===== src/oxcvr_regs.svh =====
// Register offsets, field positions and reset values of the transceiver management block
`ifndef OXCVR_REGS_SVH
`define OXCVR_REGS_SVH

// -----------------------------------------------------------------
// Serial device addresses (7-bit form of 0xA0 and 0xA2)
// -----------------------------------------------------------------
`define OXCVR_DEV_ID_PAGE    7'h50
`define OXCVR_DEV_DIAG_PAGE  7'h51

// -----------------------------------------------------------------
// Diagnostics page layout
// -----------------------------------------------------------------
`define OXCVR_CTRL_STAT_OFS  8'h6e
`define OXCVR_MON_FIRST_OFS  8'h60
`define OXCVR_MON_LAST_OFS   8'h69
`define OXCVR_MON_TEMP_OFS   8'h60
`define OXCVR_MON_VCC_OFS    8'h62
`define OXCVR_MON_BIAS_OFS   8'h64
`define OXCVR_MON_TXPWR_OFS  8'h66
`define OXCVR_MON_RXPWR_OFS  8'h68

// -----------------------------------------------------------------
// Control and status byte fields
// -----------------------------------------------------------------
`define OXCVR_CS_HW_DIS_BIT  7
`define OXCVR_CS_SW_DIS_BIT  6
`define OXCVR_CS_FAULT_BIT   2
`define OXCVR_CS_LOS_BIT     1

// -----------------------------------------------------------------
// Reset values
// -----------------------------------------------------------------
`define OXCVR_SW_DIS_RST     1'b0
`define OXCVR_HW_DIS_RST     1'b1
`define OXCVR_PIN_LOW_RST    1'b0
`define OXCVR_IDLE_HIGH_RST  1'b1

`endif


===== src/oxcvr_pkg.sv =====
// Types shared by the transceiver management block
package oxcvr_pkg;

  typedef enum logic [3:0] {
    OX_IDLE,
    OX_ADDR,
    OX_ACK_ADDR,
    OX_OFFSET,
    OX_ACK_OFS,
    OX_WRITE,
    OX_ACK_WR,
    OX_READ,
    OX_HOST_ACK
  } oxcvr_state_t;

endpackage : oxcvr_pkg


===== src/oxcvr_mgmt.sv =====
// Transceiver control pins, fault latch and two-page serial management memory
`timescale 1ns/1ns
`include "oxcvr_regs.svh"

module oxcvr_mgmt (
  input  wire logic        ref_clk_i,
  input  wire logic        rstn_i,
  input  wire logic        tx_rate_i,
  input  wire logic        rx_rate_i,
  input  wire logic        tx_disable_i,
  input  wire logic        laser_fault_i,
  input  wire logic        optical_input_lost_i,
  input  wire logic [15:0] mon_temp_i,
  input  wire logic [15:0] mon_vcc_i,
  input  wire logic [15:0] mon_bias_i,
  input  wire logic [15:0] mon_txpwr_i,
  input  wire logic [15:0] mon_rxpwr_i,
  input  wire logic        scl_i,
  input  wire logic        sda_i,
  output logic             sda_o,
  output logic             sda_oe_o,
  output logic             tx_cdr_engage_o,
  output logic             rx_cdr_engage_o,
  output logic             laser_on_o,
  output logic             tx_fault_o,
  output logic             tx_path_reset_o,
  output logic             optical_input_lost_o
);
  import oxcvr_pkg::*;

  // ---------------------------------------------------------------
  // Pin synchronisers
  // ---------------------------------------------------------------
  logic tx_rate_q;
  logic rx_rate_q;
  logic hw_dis_q;
  logic fault_q;
  logic los_q;
  logic scl_q;
  logic sda_q;

  oxcvr_pin_sync #(.RST_VAL(`OXCVR_PIN_LOW_RST)) u_sync_txr (
    .ref_clk_i (ref_clk_i), .rstn_i (rstn_i), .pin_i (tx_rate_i), .level_o (tx_rate_q));
  oxcvr_pin_sync #(.RST_VAL(`OXCVR_PIN_LOW_RST)) u_sync_rxr (
    .ref_clk_i (ref_clk_i), .rstn_i (rstn_i), .pin_i (rx_rate_i), .level_o (rx_rate_q));
  // Shutdown reads as asserted out of reset, as the pull-up would leave it
  oxcvr_pin_sync #(.RST_VAL(`OXCVR_HW_DIS_RST)) u_sync_dis (
    .ref_clk_i (ref_clk_i), .rstn_i (rstn_i), .pin_i (tx_disable_i), .level_o (hw_dis_q));
  oxcvr_pin_sync #(.RST_VAL(`OXCVR_PIN_LOW_RST)) u_sync_flt (
    .ref_clk_i (ref_clk_i), .rstn_i (rstn_i), .pin_i (laser_fault_i), .level_o (fault_q));
  oxcvr_pin_sync #(.RST_VAL(`OXCVR_PIN_LOW_RST)) u_sync_los (
    .ref_clk_i (ref_clk_i), .rstn_i (rstn_i), .pin_i (optical_input_lost_i), .level_o (los_q));
  oxcvr_pin_sync #(.RST_VAL(`OXCVR_IDLE_HIGH_RST)) u_sync_scl (
    .ref_clk_i (ref_clk_i), .rstn_i (rstn_i), .pin_i (scl_i), .level_o (scl_q));
  oxcvr_pin_sync #(.RST_VAL(`OXCVR_IDLE_HIGH_RST)) u_sync_sda (
    .ref_clk_i (ref_clk_i), .rstn_i (rstn_i), .pin_i (sda_i), .level_o (sda_q));

  // ---------------------------------------------------------------
  // Transmit control and fault latch
  // ---------------------------------------------------------------
  logic hw_dis_d_r;
  logic sw_dis_r;
  logic fault_r;
  logic dis_fall;

  assign dis_fall = hw_dis_d_r & ~hw_dis_q;

  always_ff @(posedge ref_clk_i) begin
    if (!rstn_i) begin
      hw_dis_d_r <= `OXCVR_HW_DIS_RST;
    end else begin
      hw_dis_d_r <= hw_dis_q;
    end
  end

  // A fault arriving in the clearing cycle wins over the clear
  always_ff @(posedge ref_clk_i) begin
    if (!rstn_i) begin
      fault_r <= 1'b0;
    end else if (fault_q) begin
      fault_r <= 1'b1;
    end else if (dis_fall) begin
      fault_r <= 1'b0;
    end
  end

  always_ff @(posedge ref_clk_i) begin
    if (!rstn_i) begin
      tx_cdr_engage_o      <= 1'b0;
      rx_cdr_engage_o      <= 1'b0;
      laser_on_o           <= 1'b0;
      tx_fault_o           <= 1'b0;
      tx_path_reset_o      <= 1'b0;
      optical_input_lost_o <= 1'b0;
    end else begin
      tx_cdr_engage_o      <= tx_rate_q;
      rx_cdr_engage_o      <= rx_rate_q;
      laser_on_o           <= ~(hw_dis_q | sw_dis_r | fault_r | fault_q);
      tx_fault_o           <= fault_r | fault_q;
      tx_path_reset_o      <= dis_fall;
      optical_input_lost_o <= los_q;
    end
  end

  chk_tx_cdr_rise: assert property (@(posedge ref_clk_i) disable iff (!rstn_i)
    $rose(tx_rate_q) |=> tx_cdr_engage_o) else $error("tx recovery not engaged");
  chk_rx_cdr_fall: assert property (@(posedge ref_clk_i) disable iff (!rstn_i)
    $fell(rx_rate_q) |=> !rx_cdr_engage_o) else $error("rx recovery not bypassed");
  chk_hw_shutdown: assert property (@(posedge ref_clk_i) disable iff (!rstn_i)
    hw_dis_q |=> !laser_on_o) else $error("laser on while hw shutdown");
  chk_sw_shutdown: assert property (@(posedge ref_clk_i) disable iff (!rstn_i)
    sw_dis_r && !hw_dis_q |=> !laser_on_o) else $error("laser on while sw shutdown");
  chk_fault_hold: assert property (@(posedge ref_clk_i) disable iff (!rstn_i)
    fault_r && !dis_fall |=> fault_r ##1 tx_fault_o) else $error("fault latch lost");
  chk_path_reset: assert property (@(posedge ref_clk_i) disable iff (!rstn_i)
    $fell(hw_dis_q) |=> tx_path_reset_o) else $error("no path reset on toggle");

  // ---------------------------------------------------------------
  // Serial bus conditions
  // ---------------------------------------------------------------
  logic scl_d_r;
  logic sda_d_r;
  logic scl_rise;
  logic scl_fall;
  logic bus_start;
  logic bus_stop;

  always_ff @(posedge ref_clk_i) begin
    if (!rstn_i) begin
      scl_d_r <= `OXCVR_IDLE_HIGH_RST;
      sda_d_r <= `OXCVR_IDLE_HIGH_RST;
    end else begin
      scl_d_r <= scl_q;
      sda_d_r <= sda_q;
    end
  end

  assign scl_rise  = scl_q & ~scl_d_r;
  assign scl_fall  = ~scl_q & scl_d_r;
  assign bus_start = scl_q & scl_d_r & sda_d_r & ~sda_q;
  assign bus_stop  = scl_q & scl_d_r & ~sda_d_r & sda_q;

  // ---------------------------------------------------------------
  // Memory pages
  // ---------------------------------------------------------------
  // The id_mem and diag_mem contents survive reset, as the nonvolatile store would
  logic [7:0]  id_mem   [256];
  logic [7:0]  diag_mem [256];
  logic [79:0] mon_snap_r;
  logic [7:0]  ctrl_stat;
  logic [7:0]  rd_byte;
  logic        page_r;
  logic [7:0]  ptr_r;

  always_comb begin
    ctrl_stat = 8'h00;
    ctrl_stat[`OXCVR_CS_HW_DIS_BIT] = hw_dis_q;
    ctrl_stat[`OXCVR_CS_SW_DIS_BIT] = sw_dis_r;
    ctrl_stat[`OXCVR_CS_FAULT_BIT]  = fault_r;
    ctrl_stat[`OXCVR_CS_LOS_BIT]    = los_q;
  end

  always_comb begin
    rd_byte = 8'h00;
    if (!page_r) begin
      rd_byte = id_mem[ptr_r];
    end else if (ptr_r == `OXCVR_CTRL_STAT_OFS) begin
      rd_byte = ctrl_stat;
    end else if (ptr_r >= `OXCVR_MON_FIRST_OFS && ptr_r <= `OXCVR_MON_LAST_OFS) begin
      rd_byte = mon_snap_r[8'(79 - 8 * (ptr_r - `OXCVR_MON_FIRST_OFS)) -: 8];
    end else begin
      rd_byte = diag_mem[ptr_r];
    end
  end

  chk_los_mirror: assert property (@(posedge ref_clk_i) disable iff (!rstn_i)
    optical_input_lost_o == $past(ctrl_stat[`OXCVR_CS_LOS_BIT])) else $error("los mirror");

  // ---------------------------------------------------------------
  // EEPROM-style slave
  // ---------------------------------------------------------------
  oxcvr_state_t st_r;
  logic [3:0]   cnt_r;
  logic [7:0]   shift_r;
  logic [7:0]   out_r;
  logic         rw_r;
  logic         drive_low_r;
  logic         addr_hit;
  logic         wr_strobe;

  assign addr_hit  = (shift_r[7:1] == `OXCVR_DEV_ID_PAGE) ||
                     (shift_r[7:1] == `OXCVR_DEV_DIAG_PAGE);
  assign wr_strobe = scl_fall && st_r == OX_WRITE && cnt_r == 4'h8;
  assign sda_o     = 1'b0;
  assign sda_oe_o  = drive_low_r;

  always_ff @(posedge ref_clk_i) begin
    if (!rstn_i) begin
      st_r        <= OX_IDLE;
      cnt_r       <= 4'h0;
      shift_r     <= 8'h00;
      out_r       <= 8'h00;
      rw_r        <= 1'b0;
      page_r      <= 1'b0;
      ptr_r       <= 8'h00;
      drive_low_r <= 1'b0;
    end else if (bus_start) begin
      st_r        <= OX_ADDR;
      cnt_r       <= 4'h0;
      drive_low_r <= 1'b0;
    end else if (bus_stop) begin
      st_r        <= OX_IDLE;
      drive_low_r <= 1'b0;
    end else if (scl_rise) begin
      if (st_r == OX_HOST_ACK) begin
        if (sda_q) begin
          st_r <= OX_IDLE;
        end
      end else if (st_r != OX_IDLE) begin
        shift_r <= {shift_r[6:0], sda_q};
        cnt_r   <= 4'(cnt_r + 4'h1);
      end
    end else if (scl_fall) begin
      unique case (st_r)
        OX_IDLE: begin
          drive_low_r <= 1'b0;
        end
        OX_ADDR: begin
          if (cnt_r == 4'h8) begin
            if (addr_hit) begin
              page_r      <= shift_r[1];
              rw_r        <= shift_r[0];
              drive_low_r <= 1'b1;
              st_r        <= OX_ACK_ADDR;
            end else begin
              st_r <= OX_IDLE;
            end
          end
        end
        OX_ACK_ADDR: begin
          cnt_r <= 4'h0;
          if (rw_r) begin
            out_r       <= rd_byte;
            drive_low_r <= ~rd_byte[7];
            ptr_r       <= 8'(ptr_r + 8'h01);
            st_r        <= OX_READ;
          end else begin
            drive_low_r <= 1'b0;
            st_r        <= OX_OFFSET;
          end
        end
        OX_OFFSET: begin
          if (cnt_r == 4'h8) begin
            ptr_r       <= shift_r;
            drive_low_r <= 1'b1;
            st_r        <= OX_ACK_OFS;
          end
        end
        OX_ACK_OFS, OX_ACK_WR: begin
          drive_low_r <= 1'b0;
          cnt_r       <= 4'h0;
          st_r        <= OX_WRITE;
        end
        OX_WRITE: begin
          if (cnt_r == 4'h8) begin
            ptr_r       <= 8'(ptr_r + 8'h01);
            drive_low_r <= 1'b1;
            st_r        <= OX_ACK_WR;
          end
        end
        OX_READ: begin
          if (cnt_r == 4'h8) begin
            drive_low_r <= 1'b0;
            st_r        <= OX_HOST_ACK;
          end else begin
            drive_low_r <= ~out_r[3'(4'h7 - cnt_r)];
          end
        end
        OX_HOST_ACK: begin
          cnt_r       <= 4'h0;
          out_r       <= rd_byte;
          drive_low_r <= ~rd_byte[7];
          ptr_r       <= 8'(ptr_r + 8'h01);
          st_r        <= OX_READ;
        end
      endcase
    end
  end

  // Monitors are frozen at the address byte so a multi-byte read is coherent
  always_ff @(posedge ref_clk_i) begin
    if (!rstn_i) begin
      mon_snap_r <= 80'h0;
    end else if (scl_fall && st_r == OX_ADDR && cnt_r == 4'h8) begin
      mon_snap_r <= {mon_temp_i, mon_vcc_i, mon_bias_i, mon_txpwr_i, mon_rxpwr_i};
    end
  end

  // Monitor bytes and the shutdown state bit are read-only
  always_ff @(posedge ref_clk_i) begin
    if (!rstn_i) begin
      sw_dis_r <= `OXCVR_SW_DIS_RST;
    end else if (wr_strobe && page_r && ptr_r == `OXCVR_CTRL_STAT_OFS) begin
      sw_dis_r <= shift_r[`OXCVR_CS_SW_DIS_BIT];
    end
  end

  always_ff @(posedge ref_clk_i) begin
    if (wr_strobe) begin
      if (!page_r) begin
        id_mem[ptr_r] <= shift_r;
      end else if (ptr_r != `OXCVR_CTRL_STAT_OFS &&
                   (ptr_r < `OXCVR_MON_FIRST_OFS || ptr_r > `OXCVR_MON_LAST_OFS)) begin
        diag_mem[ptr_r] <= shift_r;
      end
    end
  end

  chk_addr_miss: assert property (@(posedge ref_clk_i) disable iff (!rstn_i)
    scl_fall && st_r == OX_ADDR && cnt_r == 4'h8 && !addr_hit && !bus_start && !bus_stop
    |=> st_r == OX_IDLE && !sda_oe_o) else $error("foreign address acknowledged");
  chk_addr_ack: assert property (@(posedge ref_clk_i) disable iff (!rstn_i)
    st_r == OX_ACK_ADDR |-> sda_oe_o) else $error("address not acknowledged");

endmodule : oxcvr_mgmt


===== src/oxcvr_pin_sync.sv =====
// Three-stage pin synchroniser that passes a change once stages two and three agree
`timescale 1ns/1ns
module oxcvr_pin_sync #(
  parameter logic RST_VAL = 1'b0
) (
  input  wire logic ref_clk_i,
  input  wire logic rstn_i,
  input  wire logic pin_i,
  output logic      level_o
);

  logic s1_r;
  logic s2_r;
  logic s3_r;

  always_ff @(posedge ref_clk_i) begin
    if (!rstn_i) begin
      s1_r <= RST_VAL;
      s2_r <= RST_VAL;
      s3_r <= RST_VAL;
    end else begin
      s1_r <= pin_i;
      s2_r <= s1_r;
      s3_r <= s2_r;
    end
  end

  // Single-sample disagreements are treated as glitches and held off
  always_ff @(posedge ref_clk_i) begin
    if (!rstn_i) begin
      level_o <= RST_VAL;
    end else if (s2_r == s3_r) begin
      level_o <= s3_r;
    end
  end

endmodule : oxcvr_pin_sync


===== config.mk =====
export PLATFORM = sky130hd
export DESIGN_NAME = oxcvr_mgmt
export DESIGN_NICKNAME = d
export VERILOG_FILES = /design/src/oxcvr_pkg.sv /design/src/oxcvr_mgmt.sv /design/src/oxcvr_pin_sync.sv
export VERILOG_INCLUDE_DIRS = /design/src
export SDC_FILE = /design/constraint.sdc
export NUM_CORES = 2
export LEC_CHECK = 0
export ABC_AREA = 1
export ABC_CLOCK_PERIOD_IN_PS = 12590
export BUFFER_PORTS_ARGS = -buffer_cell sky130_fd_sc_hd__clkbuf_2
export CORE_MARGIN = 5
export CORE_UTILIZATION = 48
export DETAILED_ROUTE_END_ITERATION = 10
export PLACE_DENSITY = 0.67
export SYNTH_ARGS = -nofsm -noshare
export SYNTH_HDL_FRONTEND = slang
export SYNTH_SLANG_ARGS = --single-unit

===== constraint.sdc =====
create_clock -name ref_clk_i -period 12.59 [get_ports ref_clk_i]
set_clock_uncertainty 0.05 [all_clocks]
set_input_delay 1.8885 -clock ref_clk_i [delete_from_list [all_inputs] [get_ports ref_clk_i]]
set_output_delay 1.8885 -clock ref_clk_i [all_outputs]
set_load 0.01 [all_outputs]

==> run summary <==
Inst Count DP: 18.4k
predominant post-synthesis flop cell: edfxtp_1
Post-CTS Resized: 0
Initial Utilization: 0.483
Post-Syn Area per Cell: 12.1 um^2
Core Area: 356000 um^2
TritonCTS Sinks: 4258
Setup-failing EPs final: 0
Achievable Freq: 171 MHz
crit start category: register
area leader, netlist: edfxtp_1
CTS buffer count: 413
sequential cell area fraction in the yosys report: 0.734
final worst path period need: 5.86 ns
area grow syn2layout: 11.0%
Tightest Pin Transition: 1.42 ns
via count: 115k
DP HPWL: 258000 um
peak supply drop: 130 uV
Setup crit end kind: register
slowest stage delay, CP: 0.82 ns
Die W: 608 um
Core Rows: 219
RSZ-0062 raised after global routing: false
first-pass GRT wire length: 707000 um
setup ws final: 6.73 ns
Post-Syn Instances: 14.2k
pin count of the biggest net entering global routing: 212
Design Area, Final: 191000 um^2
Crit Path Class: reg2reg
crit-path max FO: 73
setup TNS: 0 ns
Skew-Pair Late Insertion Delay: 0.93 ns
Critical Path RT: 13.41 ns
final wirelength: 477000 um
Top Family by Delay on Critical Path: buffers and inverters
Initial DRT Pass Iterations: 7
Power per Cell Area: 146 nW/um^2
asr flop ratio synth: 0
top post-synthesis cells by count: 4096 x edfxtp_1, 1991 x nand2_1, 1828 x nand3_1
Die Y-Extent: 608 um
final period utilization: 0.465
Residual DRC: 0
Total Nets Final: 14.2k
Synth top area share: 0.715
Slew Limit Fails: 0
remaining antenna violation count after routing: 0
EDFF count, synth: 4096
Clock Path Buffers: 4
worst endpoint data arrival time: 6.67 ns
vias in the first global route: 110k
DR iter-0 viols: 15.5k
routed wirelength normalized by instance count: 24.9 um
crit path cell chain: buf_4 -> buf_4 -> buf_4 -> buf_4 -> o21ai_0 -> o22ai_1 -> nand2_1 -> nand3_1 -> nand3_1 -> nand2_1 -> nand2_1 -> nand3_1 -> nand3_1 -> nand2_1 -> a21oi_1 -> a21oi_1
Crit-path slowest cell: dfxtp_4
postcts setup bufs: 0
CTS root buf: clkbuf_16
Top Ports: 97
worst hold-check path type: reg2reg
Worst-path clk slew: 0.07 ns
most frequent cell after synthesis: edfxtp_1
fin cells: 19.2k
worst slack, placed: 6.92 ns
Synth Register Bits: 4258
worst path bufs/invs: 4
final hold vios: 0
hold-fix buffers at CTS: 0
number of vias per cell: 6.00
# fillers: 29.4k
die area: 370000 um^2
Slew HR: 0.0458
Final GP Congestion: 0.877
total gr overflow: 0
Synth cell types: 42
ratio of cells with drive above 1 in the final layout: 0.0841
CTS tree: built
Leak: 0.0722 uW
Synth Cell Area: 172000 um^2
Max Cap Violations: 0
total power: 27800 uW
Area after DPL: 177000 um^2
initial antenna violation count: 14
largest cells by area after synthesis: edfxtp_1 72%, nand3_1 5.3%, o21ai_0 4.4%
H-tree levels: 5
PortBufs: 95
status: completed
total track usage: 0.249
YS warnings: 0
state kept, by name (all words and copies together) (netlist names), 4 cells and up, named ones only:
| name | count |
|---|---|
| cnt_r | 4 |
| st_r | 4 |
| diag_mem | 2048 |
| id_mem | 2048 |
| ptr_r | 8 |
| out_r | 8 |
| mon_snap_r | 80 |
| shift_r | 8 |
worst register-to-register path, delay by kind of cell (launching register included):
family          cells  cell delay (ns)
flops               1             0.82
compound gates      4             0.80
simple gates        8             0.93
buf+inv             4             3.20
metal layers:
layer | share of wire | GRT usage | vias up
met4 | 0.040 | 0.0948 | 4
met3 | 0.11 | 0.0504 | 989
met5 | 0.000069 | 0 | -
met1 | 0.39 | 0.349 | 56100
li1 | - | - | 51400
met2 | 0.46 | 0.386 | 6588
kinds of logic (layout without fill, tap and decap cells):
group           Yosys count  in the layout  synth area share
simple gates           5934           5934             0.147
flops                  4258           4258             0.734
compound gates         2623           2623            0.0820
buf+inv                1329           1499            0.0356
fa+ha+maj                11             11          0.000800
mux                       8              8          0.000466
xor+xnor                  4              4          0.000204
other cells               1             98         0.0000218
cells in the final DEF, fill, tap and decap left out, types with 3 or more instances in the layout:
cell        netlist  layout
clkinv_1          1      88
nand3_4           0       5
clkbuf_16         0     427
o211ai_1         10      10
buf_4            95     411
clkbuf_8          0      16
nor4_1            3       3
inv_8             0       4
nor3_2            0      26
o21ai_1         169     169
mux2i_1           8       8
inv_1           218     215
clkinv_4          0       3
a31oi_1           3       3
conb_1            1      89
nand3_1        1828    1823
o21bai_1          3       3
or2_2            10      10
a21oi_1         204     204
edfxtp_1       4096    4096
nand2_2           0       9
bufinv_16         0      49
clkinvlp_4        0      10
o22ai_1         702     702
o221ai_1          4       4
inv_6             0       7
xor2_1            3       3
o21ai_0        1517    1517
nor2_1         1594    1593
clkbuf_2          0     103
dfxtp_4           0      14
nand2_4           0      12
nand2_1        1991    1970
ha_1             11      11
diode_2           0       9
clkbuf_1        550      62
clkinv_2          0      76
dfxtp_1         162     146
nor3_1          507     481
buf_12            2      22
metrics by stage:
stage / utilization / hold WS [ns]
after global placement: 0.498 / 0.345
after global routing: 0.536 / 0.372
after detailed placement: 0.498 / 0.345
after floorplan: - / 0.340
final: 0.536 / 0.360
after CTS: 0.536 / 0.358
report_power, final:
| part | switching [uW] | internal, uW | leakage, uW | total (uW) |
|---|---|---|---|---|
| logic | 27.5 | 17.2 | 0.0169 | 44.7 |
| clock network | 5220 | 7270 | 0.00667 | 12500 |
| registers | 4.26 | 15300 | 0.0486 | 15300 |
worst paths after layout:
check	start	endpoint	slack [ns]	cells past startpoint
worst max-delay path	register	out_r[0]$_SDFFE_PN0P_	6.73	16
worst min-delay path	u_sync_txr.s1_r$_SDFF_PN0_	u_sync_txr.s2_r$_SDFF_PN0_	0.36	2
worst max register to register	register	out_r[0]$_SDFFE_PN0P_	6.73	16
worst min register to register	u_sync_txr.s1_r$_SDFF_PN0_	u_sync_txr.s2_r$_SDFF_PN0_	0.36	2
area by class of cell:
cell class / count / area [um^2] / area share
Inverter: 224 / 888 / 0.00465
Multi-Input combinational cell: 8669 / 40200 / 0.211
Clock buffer: 514 / 11200 / 0.0586
Sequential cell: 4258 / 126000 / 0.661
Antenna cell: 9 / 22.5 / 0.000118
Timing Repair Buffer: 528 / 4000 / 0.0210
Tap cell: 4751 / 5940 / 0.0311
Clock inverter: 233 / 2370 / 0.0124
(Power assumes the default switching activity.)
